`src/verilog/tmoc_pkg.sv`:
```
// Purpose: constants for the timer second control register block
// Assumes: APB slave, 32-bit data, 16-bit register in the low bits
// Notes: offsets are byte addresses
package tmoc_pkg;
  localparam logic [7:0] CTRL2_OFFSET = 8'h04;
  localparam logic [7:0] CHCTRL_OFFSET = 8'h20;
  localparam logic [7:0] CHACT_OFFSET = 8'h24;
  localparam logic [7:0] LOCK_OFFSET = 8'h44;
  localparam logic [15:0] CTRL2_RESET = 16'h0000;
  localparam logic [15:0] CTRL2_WMASK = 16'h7FFD;
  localparam logic [15:0] IDLE_MASK = 16'h7F00;
  localparam logic [15:0] CHCTRL_RESET = 16'h0000;
  localparam logic [1:0] LOCK_RESET = 2'h0;
  localparam int PRELOAD_POS = 0;
  localparam int UPD_SRC_POS = 2;
  localparam int DMA_SRC_POS = 3;
  localparam int MMS_LSB = 4;
  localparam int XOR_SEL_POS = 7;
  localparam int IDLE_LSB = 8;
  // channel control: per channel 4 bits {mode[2:0]... } simplified as
  // [3:0]=output enables ch1..4, [6:4]=comp enables ch1..3, [15:8] mode 2b x4
  localparam int NUM_COMP_CH = 3;
  typedef enum logic [2:0] {
    MMS_RESET = 3'b000,
    MMS_ENABLE = 3'b001,
    MMS_UPDATE = 3'b010,
    MMS_PULSE = 3'b011,
    MMS_REF1 = 3'b100,
    MMS_REF2 = 3'b101,
    MMS_REF3 = 3'b110,
    MMS_REF4 = 3'b111
  } mms_type;
endpackage : tmoc_pkg

```
`src/verilog/timer_master_output_control.sv`:
```
// Purpose: second control register of an advanced timer with its effects
// Assumes: APB slave on pclk; timer events are pclk-domain pulses
// Notes: channel pins are asynchronous and pass three flip-flops
//
// The APB register port was decided locally.
`timescale 1ns/1ps
`default_nettype none
// Summary of operation
// RULE_01: preload off, control fields apply at once; on, only at commutation
// RULE_02: preload affects only channels 1 to 3, which have complementary outputs
// RULE_03: update source bit adds trigger input rising edge as transfer cause
// RULE_04: DMA source picks channel event or update event for each DMA request
// RULE_05: master source 000 reset, 001 counter enable, 010 update event
// RULE_06: master source 011 pulses trigger output on any channel event flag set
// RULE_07: master source 100 to 111 route compare references 1 to 4
// RULE_08: input 1 select chooses channel 1 pin or XOR of pins 1 to 3
// RULE_09: output 1 takes its idle level after dead time when main output off
// RULE_10: complementary 1 takes its idle level after dead time when main output off
// RULE_11: idle bits ignore writes while write lock level is nonzero
// RULE_12: bits 10 to 14 are idle bits of outputs 2, 2N, 3, 3N, 4
// RULE_13: bits 1 and 15 read zero and ignore writes
module timer_master_output_control (
  input wire logic pclk,
  input wire logic presetn,
  input wire logic psel,
  input wire logic penable,
  input wire logic pwrite,
  input wire logic [7:0] paddr,
  input wire logic [31:0] pwdata,
  output logic [31:0] prdata,
  output logic pready,
  output logic pslverr,
  input wire logic counter_reset,
  input wire logic counter_enable,
  input wire logic update_event,
  input wire logic commutation_generate,
  input wire logic trigger_input,
  input wire logic [3:0] chan_event_flag_set,
  input wire logic [3:0] compare_reference,
  input wire logic main_output_enable,
  input wire logic dead_time_done,
  input wire logic channel_one_pin,
  input wire logic channel_two_pin,
  input wire logic channel_three_pin,
  output logic trigger_output,
  output logic [3:0] chan_dma_request,
  output logic timer_input_one,
  output logic [3:0] channel_out,
  output logic [2:0] channel_comp_out,
  output logic [15:0] active_chan_ctrl
);
  logic [15:0] ctrl2_r;
  logic [15:0] chctrl_r;
  logic [15:0] chact_r;
  logic [1:0] write_lock_level_r;
  logic [2:0] pin_sync1_r;
  logic [2:0] pin_sync2_r;
  logic [2:0] pin_sync3_r;
  logic ti1_r;
  logic trig_d_r;
  logic [3:0] dma_r;
  logic [3:0] out_r;
  logic [2:0] comp_r;
  logic wr;
  logic rd;
  logic trig_rise;
  logic transfer;
  logic [15:0] comp_mask;
  logic [15:0] ctrl2_nxt;
  logic [15:0] chact_nxt;

  // chctrl layout: [3:0] output enables, [6:4] comp enables, [15:8] 2-bit modes
  function automatic logic [15:0] comp_chan_mask();
    comp_chan_mask = 16'h3F77;
  endfunction : comp_chan_mask

  // apb decode, zero wait states
  assign wr = psel & penable & pwrite;
  assign rd = psel & ~pwrite;
  assign pready = 1'b1;
  assign pslverr = 1'b0;

  // preload transfer causes
  assign trig_rise = trigger_input & ~trig_d_r;
  assign transfer = commutation_generate
    | (ctrl2_r[tmoc_pkg::UPD_SRC_POS] & trig_rise); // [RULE_03]
  assign comp_mask = comp_chan_mask();

  // ctrl2 write merge with idle lock
  always_comb begin
    ctrl2_nxt = (ctrl2_r & ~tmoc_pkg::CTRL2_WMASK)
      | (pwdata[15:0] & tmoc_pkg::CTRL2_WMASK); // [RULE_13]
    if (write_lock_level_r != 2'h0) begin
      ctrl2_nxt = (ctrl2_nxt & ~tmoc_pkg::IDLE_MASK)
        | (ctrl2_r & tmoc_pkg::IDLE_MASK); // [RULE_11] [RULE_12]
    end
  end

  // ctrl2 register
  always_ff @(posedge pclk or negedge presetn) begin
    if (!presetn) begin
      ctrl2_r <= tmoc_pkg::CTRL2_RESET;
    end else if (wr && paddr == tmoc_pkg::CTRL2_OFFSET) begin
      ctrl2_r <= ctrl2_nxt;
    end
  end

  // shadow channel control written by software
  always_ff @(posedge pclk or negedge presetn) begin
    if (!presetn) begin
      chctrl_r <= tmoc_pkg::CHCTRL_RESET;
    end else if (wr && paddr == tmoc_pkg::CHCTRL_OFFSET) begin
      chctrl_r <= pwdata[15:0];
    end
  end

  // write lock level stand-in for the break register
  always_ff @(posedge pclk or negedge presetn) begin
    if (!presetn) begin
      write_lock_level_r <= tmoc_pkg::LOCK_RESET;
    end else if (wr && paddr == tmoc_pkg::LOCK_OFFSET) begin
      write_lock_level_r <= pwdata[1:0];
    end
  end

  // active channel control: direct or preloaded per channel
  always_comb begin
    chact_nxt = chact_r;
    if (!ctrl2_r[tmoc_pkg::PRELOAD_POS]) begin
      chact_nxt = chctrl_r; // [RULE_01]
    end else begin
      chact_nxt = (chctrl_r & ~comp_mask) | (chact_r & comp_mask); // [RULE_02]
      if (transfer) begin
        chact_nxt = chctrl_r; // [RULE_01] [RULE_03]
      end
    end
    if (wr && paddr == tmoc_pkg::CHCTRL_OFFSET && !ctrl2_r[tmoc_pkg::PRELOAD_POS]) begin
      chact_nxt = pwdata[15:0]; // [RULE_01]
    end else if (wr && paddr == tmoc_pkg::CHCTRL_OFFSET) begin
      chact_nxt = (pwdata[15:0] & ~comp_mask) | (chact_nxt & comp_mask); // [RULE_02]
    end
  end

  always_ff @(posedge pclk or negedge presetn) begin
    if (!presetn) begin
      chact_r <= tmoc_pkg::CHCTRL_RESET;
    end else begin
      chact_r <= chact_nxt;
    end
  end

  // trigger input edge history
  always_ff @(posedge pclk or negedge presetn) begin
    if (!presetn) begin
      trig_d_r <= 1'b0;
    end else begin
      trig_d_r <= trigger_input;
    end
  end

  // dma request source
  always_ff @(posedge pclk or negedge presetn) begin
    if (!presetn) begin
      dma_r <= 4'h0;
    end else if (ctrl2_r[tmoc_pkg::DMA_SRC_POS]) begin
      dma_r <= {4{update_event}}; // [RULE_04]
    end else begin
      dma_r <= chan_event_flag_set; // [RULE_04]
    end
  end

  // channel pin synchronisers
  always_ff @(posedge pclk or negedge presetn) begin
    if (!presetn) begin
      pin_sync1_r <= 3'h0;
      pin_sync2_r <= 3'h0;
      pin_sync3_r <= 3'h0;
    end else begin
      pin_sync1_r <= {channel_three_pin, channel_two_pin, channel_one_pin};
      pin_sync2_r <= pin_sync1_r;
      pin_sync3_r <= pin_sync2_r;
    end
  end

  // timer input 1, taken once stages two and three agree
  always_ff @(posedge pclk or negedge presetn) begin
    if (!presetn) begin
      ti1_r <= 1'b0;
    end else if (ctrl2_r[tmoc_pkg::XOR_SEL_POS]) begin
      if (pin_sync2_r == pin_sync3_r) begin
        ti1_r <= ^pin_sync3_r; // [RULE_08]
      end
    end else if (pin_sync2_r[0] == pin_sync3_r[0]) begin
      ti1_r <= pin_sync3_r[0]; // [RULE_08]
    end
  end

  // channel outputs: reference while enabled, idle level after dead time
  always_ff @(posedge pclk or negedge presetn) begin
    if (!presetn) begin
      out_r <= 4'h0;
      comp_r <= 3'h0;
    end else if (main_output_enable) begin
      out_r <= compare_reference & chact_r[3:0];
      comp_r <= ~compare_reference[2:0] & chact_r[6:4];
    end else if (dead_time_done) begin
      out_r <= {ctrl2_r[14], ctrl2_r[12], ctrl2_r[10], ctrl2_r[8]}; // [RULE_09] [RULE_12]
      comp_r <= {ctrl2_r[13], ctrl2_r[11], ctrl2_r[9]}; // [RULE_10] [RULE_12]
    end
  end

  // read mux
  always_comb begin
    prdata = 32'h0000_0000;
    if (rd) begin
      case (paddr)
        tmoc_pkg::CTRL2_OFFSET: prdata = {16'h0000, ctrl2_r}; // [RULE_13]
        tmoc_pkg::CHCTRL_OFFSET: prdata = {16'h0000, chctrl_r};
        tmoc_pkg::CHACT_OFFSET: prdata = {16'h0000, chact_r};
        tmoc_pkg::LOCK_OFFSET: prdata = {30'h0000_0000, write_lock_level_r};
        default: prdata = 32'h0000_0000;
      endcase
    end
  end

  trig_out_sel u_trig (
    .pclk(pclk),
    .presetn(presetn),
    .source(ctrl2_r[6:4]),
    .counter_reset(counter_reset),
    .counter_enable(counter_enable),
    .update_event(update_event),
    .chan_event_flag_set(chan_event_flag_set),
    .compare_reference(compare_reference),
    .trigger_output(trigger_output)
  );

  assign chan_dma_request = dma_r;
  assign timer_input_one = ti1_r;
  assign channel_out = out_r;
  assign channel_comp_out = comp_r;
  assign active_chan_ctrl = chact_r;
endmodule : timer_master_output_control
`default_nettype wire

```
`src/verilog/trig_out_sel.sv`:
```
// Purpose: trigger output source selection
// Assumes: all inputs on pclk
// Notes: output registered
`timescale 1ns/1ps
`default_nettype none
module trig_out_sel (
  input wire logic pclk,
  input wire logic presetn,
  input wire logic [2:0] source,
  input wire logic counter_reset,
  input wire logic counter_enable,
  input wire logic update_event,
  input wire logic [3:0] chan_event_flag_set,
  input wire logic [3:0] compare_reference,
  output logic trigger_output
);
  tmoc_pkg::mms_type sel;
  logic trg_nxt;
  assign sel = tmoc_pkg::mms_type'(source);
  // source mux
  always_comb begin
    case (sel)
      tmoc_pkg::MMS_RESET: trg_nxt = counter_reset; // [RULE_05]
      tmoc_pkg::MMS_ENABLE: trg_nxt = counter_enable; // [RULE_05]
      tmoc_pkg::MMS_UPDATE: trg_nxt = update_event; // [RULE_05]
      tmoc_pkg::MMS_PULSE: trg_nxt = |chan_event_flag_set; // [RULE_06]
      tmoc_pkg::MMS_REF1: trg_nxt = compare_reference[0]; // [RULE_07]
      tmoc_pkg::MMS_REF2: trg_nxt = compare_reference[1]; // [RULE_07]
      tmoc_pkg::MMS_REF3: trg_nxt = compare_reference[2]; // [RULE_07]
      tmoc_pkg::MMS_REF4: trg_nxt = compare_reference[3]; // [RULE_07]
      default: trg_nxt = 1'b0;
    endcase
  end
  // registered output
  always_ff @(posedge pclk or negedge presetn) begin
    if (!presetn) begin
      trigger_output <= 1'b0;
    end else begin
      trigger_output <= trg_nxt;
    end
  end
endmodule : trig_out_sel
`default_nettype wire
```
`config.mk`:
```
export PLATFORM = sky130hd
export DESIGN_NAME = timer_master_output_control
export DESIGN_NICKNAME = d
export VERILOG_FILES = /design/src/verilog/tmoc_pkg.sv /design/src/verilog/timer_master_output_control.sv /design/src/verilog/trig_out_sel.sv
export SDC_FILE = /design/constraint.sdc
export NUM_CORES = 1
export LEC_CHECK = 0
export BUFFER_PORTS_ARGS = -buffer_cell sky130_fd_sc_hd__clkbuf_2
export CELL_PAD_IN_SITES_DETAIL_PLACEMENT = 1
export CELL_PAD_IN_SITES_GLOBAL_PLACEMENT = 1
export CORE_MARGIN = 2
export CORE_UTILIZATION = 38
export DETAILED_ROUTE_END_ITERATION = 6
export HOLD_SLACK_MARGIN = 0.08
export PLACE_DENSITY_LB_ADDON = 0.1
export RECOVER_POWER = 100
export SLEW_MARGIN = 10
export SYNTH_ARGS = -nofsm -noshare
export SYNTH_HDL_FRONTEND = slang
export SYNTH_HIERARCHICAL = 1
export SYNTH_SLANG_ARGS = --single-unit
```
`constraint.sdc`:
```
create_clock -name pclk -period 2.05 [get_ports pclk]
set_input_delay 0.1025 -clock pclk [delete_from_list [all_inputs] [get_ports pclk]]
set_output_delay 0.1025 -clock pclk [all_outputs]
set_load 0.01 [all_outputs]
```
==> impl_metrics.toml, run 1 <==
[clock_tree]
hold_buffers = 30
cts_setup_buffers = 0
cts_resized = 0
numCtsBuffers = 9
tritoncts = "built"
clkTransAtPathRegs_ns = 0.08
root_buffer = "clkbuf_8"
cts.sinks = 71
htreeDepth = 3
max-clock-path-buffers = 2
clock_latency_ns = 0.34

[power]
power_density_nw_per_um2 = 659.3
ir_drop_mv = 0.2380
p_leak_nw = 2.233

[finish]
nets = 500
mostFrequentLayoutCells = "71 x dfrtp_1, 54 x mux2_2, 51 x clkbuf_2"
drive_gt1_share_pct = 29.86
mostFrequentLayoutCell = "dfrtp_1"
area_growth_pct = 28.57
diodes = 0
fillers = 1060

[floorplan]
ios = 126
die_area_sq_um = 10080
coreArea_sq_um = 9109
rows = 35
die_x_um = 100.4
initial_utilization_pct = 38.75
die_h_um = 100.4

[timing]
relSlewSlack_pct = 47.21
setup_ws_ns = 0.1699
setup_tns_ns = 0
finalMaxSlewViolations = 0
clock.fmax_mhz = 531.9
finalSetupViolCount = 0
hold_violations = 0
rsz0062_at_grt = "false"
finalCritPeriodShare_pct = 91.71
finalCriticalPeriod_ns = 1.880
worstMarginPinSlew_ns = 0.7919
fin_skew_ns = 0.007971

[logic_synthesis]
ys.flop_type = "dfrtp_1"
synth_edf_count = 0
ys_seq_elements = 71
yosysWarnings = 6
synth_cell_types = 39
syn_area_sq_um = 3530
synth-seq-area-share_pct = 50.34
syn_area_per_cell_sq_um = 11.50
synth-async-reset-ratio_pct = 100.0
synth_cells = 307

[grt]
grt-ovfl-total = 0
grt_first_pass_wirelength_um = 15330
antenna_found_initial = 0
grt_max_degree = 43
track_usage_pct = 19.99
grt_pass1_vias = 2952

[detailed_routing]
vias_per_cell = 5.119
routedWlPerCell_um = 17.47
via_count = 2831
drc_errors = 0
finalWirelength_um = 9660
ant_nets = 0
drtIter0Drc = 48
first_pass_iters = 4

[setup_path]
crit_arrival_ns = 2.11
start_kind = "primary input"
slowest_delay_ns = 0.56
cp_max_fo = 7
cp-end-kind = "flip-flop"
cp_slowest_cell = "or4_4"
crit_chain = "clkbuf_2 -> or4_4 -> nor3_1 -> nor3b_1 -> buf_12 -> mux2_2"
r2r_slack_ns = 0.62
critPathBufInv = 2
worstPathRequired_ns = 2.28
crit_type = "primary input to flip-flop"
critPathTopFamily = "simple AND/OR/NAND/NOR gates"

[worst_hold_path]
min_path_type = "primary input to flip-flop"

[outcome]
outcome = "finished clean"

[placed_design]
dpl_worst_slack_ns = 0.1485
gp_congestion = 0.7757
hpwl_um = 6843
portBuffers = 91

[job]
drv_cap = 0
flip-flops by register name (all words and copies together) (netlist names), 2 cells and up:
register,cells
channel_out,4
pin_sync3_r,3
chan_dma_request,4
active_chan_ctrl,16
chctrl_r,16
pin_sync1_r,3
write_lock_level_r,2
channel_comp_out,3
ctrl2_r,14
pin_sync2_r,3
cell usage after synthesis (2+ instances only):
cell      number  share of area (%)
nor3_4         2               0.92
nand2_1        7               0.74
nor2_1        32                3.4
buf_4         18                3.8
dfrtp_1       71                 50
nor4_1         2               0.35
nand4b_1       2               0.50
nor3b_1        3               0.64
mux2i_1       20                5.7
inv_1          6               0.64
clkbuf_1       9               0.96
conb_1         2               0.21
mux2_2        54                 17
nand3b_1       3               0.64
a21oi_1       13                1.8
a22oi_1       15                3.2
and3_1         2               0.35
nand3_1        7               0.99
buf_2          5               0.71
nor3_1         2               0.28
o21ai_0       12                1.7
nand2b_1       3               0.53
layer usage:
layer  share of wire [%]  global-route usage (%)  up-vias  wire length, um
met3                 3.8                   4.248        7              364
li1                    -                       -     1331                -
met5                   0                       0        -                0
met2                  49                   33.09       65             4778
met1                  46                   26.57     1428             4419
met4                 1.0                   5.690        0               98
worst register-to-register path: stages, from the launching register on:
cell      delay (ns)
dfrtp_1         0.39
nor2_1          0.05
nand4b_1        0.09
clkbuf_2        0.41
mux2i_1         0.28
a21oi_1         0.09
area by class of cell:
cell class                      instances  area [sq um]  share of cell area [%]
Tap cell                              111         138.9                   3.060
Inverter                                6         22.52                  0.4963
Multi-Input combinational cell        214          1556                   34.30
Timing Repair Buffer                  135         820.8                   18.09
Clock buffer                           11         141.4                   3.116
Clock inverter                          5         81.33                   1.792
Sequential cell                        71          1777                   39.15
kinds of logic (layout without fill, tap and decap cells):
kind of cell	after synthesis	count (layout)	synth area share, %
AOI/OAI and AO/OA	48	48	8.437
xor gates and xnor gates	1	1	0.2482
buffers and inverters	38	157	6.132
DFF	71	71	50.34
muxes	75	75	23.22
other	2	18	0.2128
and+or+nand+nor	72	72	11.41
where the power goes:
group | switching, mW | internal (mW) | total (mW)
sequential | 0.0304 | 1.43 | 1.46
clock | 0.544 | 0.719 | 1.26
combinational | 0.140 | 0.123 | 0.263
path summary, 6_finish.rpt:
path                           startpoint                  end  depth (start not counted)
max                              paddr[1]           ctrl2_r[5]                          6
min                          update_event  chan_dma_request[1]                          3
max reg2reg                    ctrl2_r[0]  active_chan_ctrl[4]                          5
min reg2reg                pin_sync1_r[1]       pin_sync2_r[1]                          0
max in group asynchronous         presetn           ctrl2_r[5]                          3
min in group asynchronous         presetn         chctrl_r[12]                          2
through the flow:
| step | total power [mW] | hold slack [ns] | util (%) | instances | cell area (sq um) |
|---|---|---|---|---|---|
| final | 2.992 | 0.09244 | 49.82 | 553 | 4538 |
| after global routing | 3.127 | 0.1273 | 49.82 | 553 | 4538 |
| after CTS | 3.046 | 0.08487 | 51.14 | 553 | 4658 |
| after detailed placement | 1.726 | 0.07210 | 45.40 | 507 | 4135 |
| after global placement | 1.717 | 0.07277 | 45.40 | 507 | 4135 |
| after floorplan | 1.612 | -0.1931 | - | 323 | 3590 |
Power figures use the tool's default switching activity.
==> inputs of run 2 (changes only) <==
- CORE_ASPECT_RATIO: not set -> 1.2
==> impl_metrics.toml, run 2 (synthesis gave the netlist of run 1 again) <==
[floorplan]
die_area_sq_um = 10080
die_x_um = 91.98
initial_utilization_pct = 39.07
rows = 38
coreArea_sq_um = 9034
ios = 126
die_h_um = 109.6

[setup_path]
cp_slowest_cell = "or4_4"
slowest_delay_ns = 0.57
cp-end-kind = "flip-flop"
start_kind = "primary input"
crit_arrival_ns = 2.14
crit_chain = "clkbuf_2 -> or4_4 -> nor3_1 -> nor3b_1 -> clkbuf_1 -> mux2_2"
worstPathRequired_ns = 2.28
cp_max_fo = 7
crit_type = "primary input to flip-flop"

[detailed_routing]
drtIter0Drc = 129
first_pass_iters = 4
routedWlPerCell_um = 16.99
finalWirelength_um = 9585
vias_per_cell = 4.991
via_count = 2815
ant_nets = 0
drc_errors = 0

[timing]
clock.fmax_mhz = 525.5
fin_skew_ns = 0.009634
finalCriticalPeriod_ns = 1.903
finalMaxSlewViolations = 0
relSlewSlack_pct = 33.02
rsz0062_at_grt = "false"
holdWs_ns = 0.1392
finalCritPeriodShare_pct = 92.83
setup_tns_ns = 0
finalSetupViolCount = 0
worstMarginPinSlew_ns = 1.005
hold_violations = 0

[finish]
mostFrequentLayoutCell = "dfrtp_1"
diodes = 0
area_growth_pct = 28.50
mostFrequentLayoutCells = "71 x dfrtp_1, 53 x mux2_2, 49 x clkbuf_1, 49 x clkbuf_2, 33 x dlygate4sd3_1"
fillers = 1050
fin_area_sq_um = 4536
nets = 502
drive_gt1_share_pct = 28.60

[job]
drv_cap = 0

[clock_tree]
numCtsBuffers = 9
tritoncts = "built"
cts.sinks = 71
clock_latency_ns = 0.35
root_buffer = "clkbuf_8"
htreeDepth = 3
cts_setup_buffers = 0
max-clock-path-buffers = 2
clkTransAtPathRegs_ns = 0.08

[worst_hold_path]
min_path_type = "primary input to flip-flop"

[grt]
grt_max_degree = 72
grt_first_pass_wirelength_um = 14930
track_usage_pct = 19.44
antenna_found_initial = 0
grt-ovfl-total = 0
grt_pass1_vias = 2835

[power]
ir_drop_mv = 0.3296
power_density_nw_per_um2 = 648.7
p_total_mw = 2.942
p_leak_nw = 2.228

[placed_design]
portBuffers = 91
postPlaceCellArea_sq_um = 4136
hpwl_um = 6562
gp_congestion = 0.7700

[outcome]
outcome = "finished clean"
run 2: changes by cell type in the layout (fill, tap and decap cells not counted), sizes merged:
| cell | before | now |
|---|---|---|
| buf | 9 | 8 |
| clkbuf | 107 | 108 |
| dlygate4sd3 | 30 | 33 |
| clkinvlp | 1 | 0 |
run 2: worst max-delay path, delay by kind of cell:
family                 cells  cell delay [ns]
and+or+nand+nor            3             1.15
buffers and inverters      2             0.49
muxes                      1             0.39
run 2: path summary, 6_finish.rpt:
path / from / end / slack [ns] / depth (start not counted)
worst min-delay path: main_output_enable / channel_comp_out[1] / 0.14 / 2
worst min register to register: pin_sync1_r[0] / pin_sync2_r[0] / 0.35 / 0
max in group asynchronous: presetn / pin_sync1_r[1] / 0.85 / 3
worst max register to register: write_lock_level_r[1] / ctrl2_r[10] / 0.46 / 4
worst max-delay path: paddr[1] / ctrl2_r[2] / 0.15 / 6
min in group asynchronous: presetn / active_chan_ctrl[0] / 0.56 / 3
run 2: power breakdown:
part / total, mW / internal [mW] / switching [mW]
Clock: 1.21 / 0.683 / 0.527
Combinational: 0.267 / 0.126 / 0.141
Sequential: 1.46 / 1.43 / 0.0300
Total: 2.94 / 2.24 / 0.698
run 2: final cells by class:
type                    instances  area, sq um  area share [%]
clock buffers                  12        135.1           2.979
repair buffers                137        813.3           17.93
clock inverters                 4        70.07           1.545
flip-flops and latches         71         1777           39.17
well taps                     120        150.1           3.310
inverters                       6        22.52          0.4966
multi-input cells             214         1568           34.57
run 2: stage by stage:
| stage | worst slack [ns] | util [%] | instances |
|---|---|---|---|
| after floorplan | 0.3119 | - | 323 |
| after global placement | 0.2144 | 45.79 | 515 |
| after detailed placement | 0.1928 | 45.79 | 515 |
| after CTS | 0.2376 | 51.72 | 564 |
| after global routing | 0.09474 | 50.21 | 564 |
| final | 0.1471 | 50.21 | 564 |
run 2: timing repair:
item / 4_1_cts / 5_1_grt
endpoints found under the hold margin: 127 / 0
hold buffers: 33 / 0
resized for setup: 0 / 0
run 2: layer usage:
layer  track usage [%]  share of wire, %  wire length [um]
met1             24.23                44              4252
met2             34.03                51              4882
met3             4.524               3.6               349
met4             5.437               1.0               100
met5                 0                 0                 0
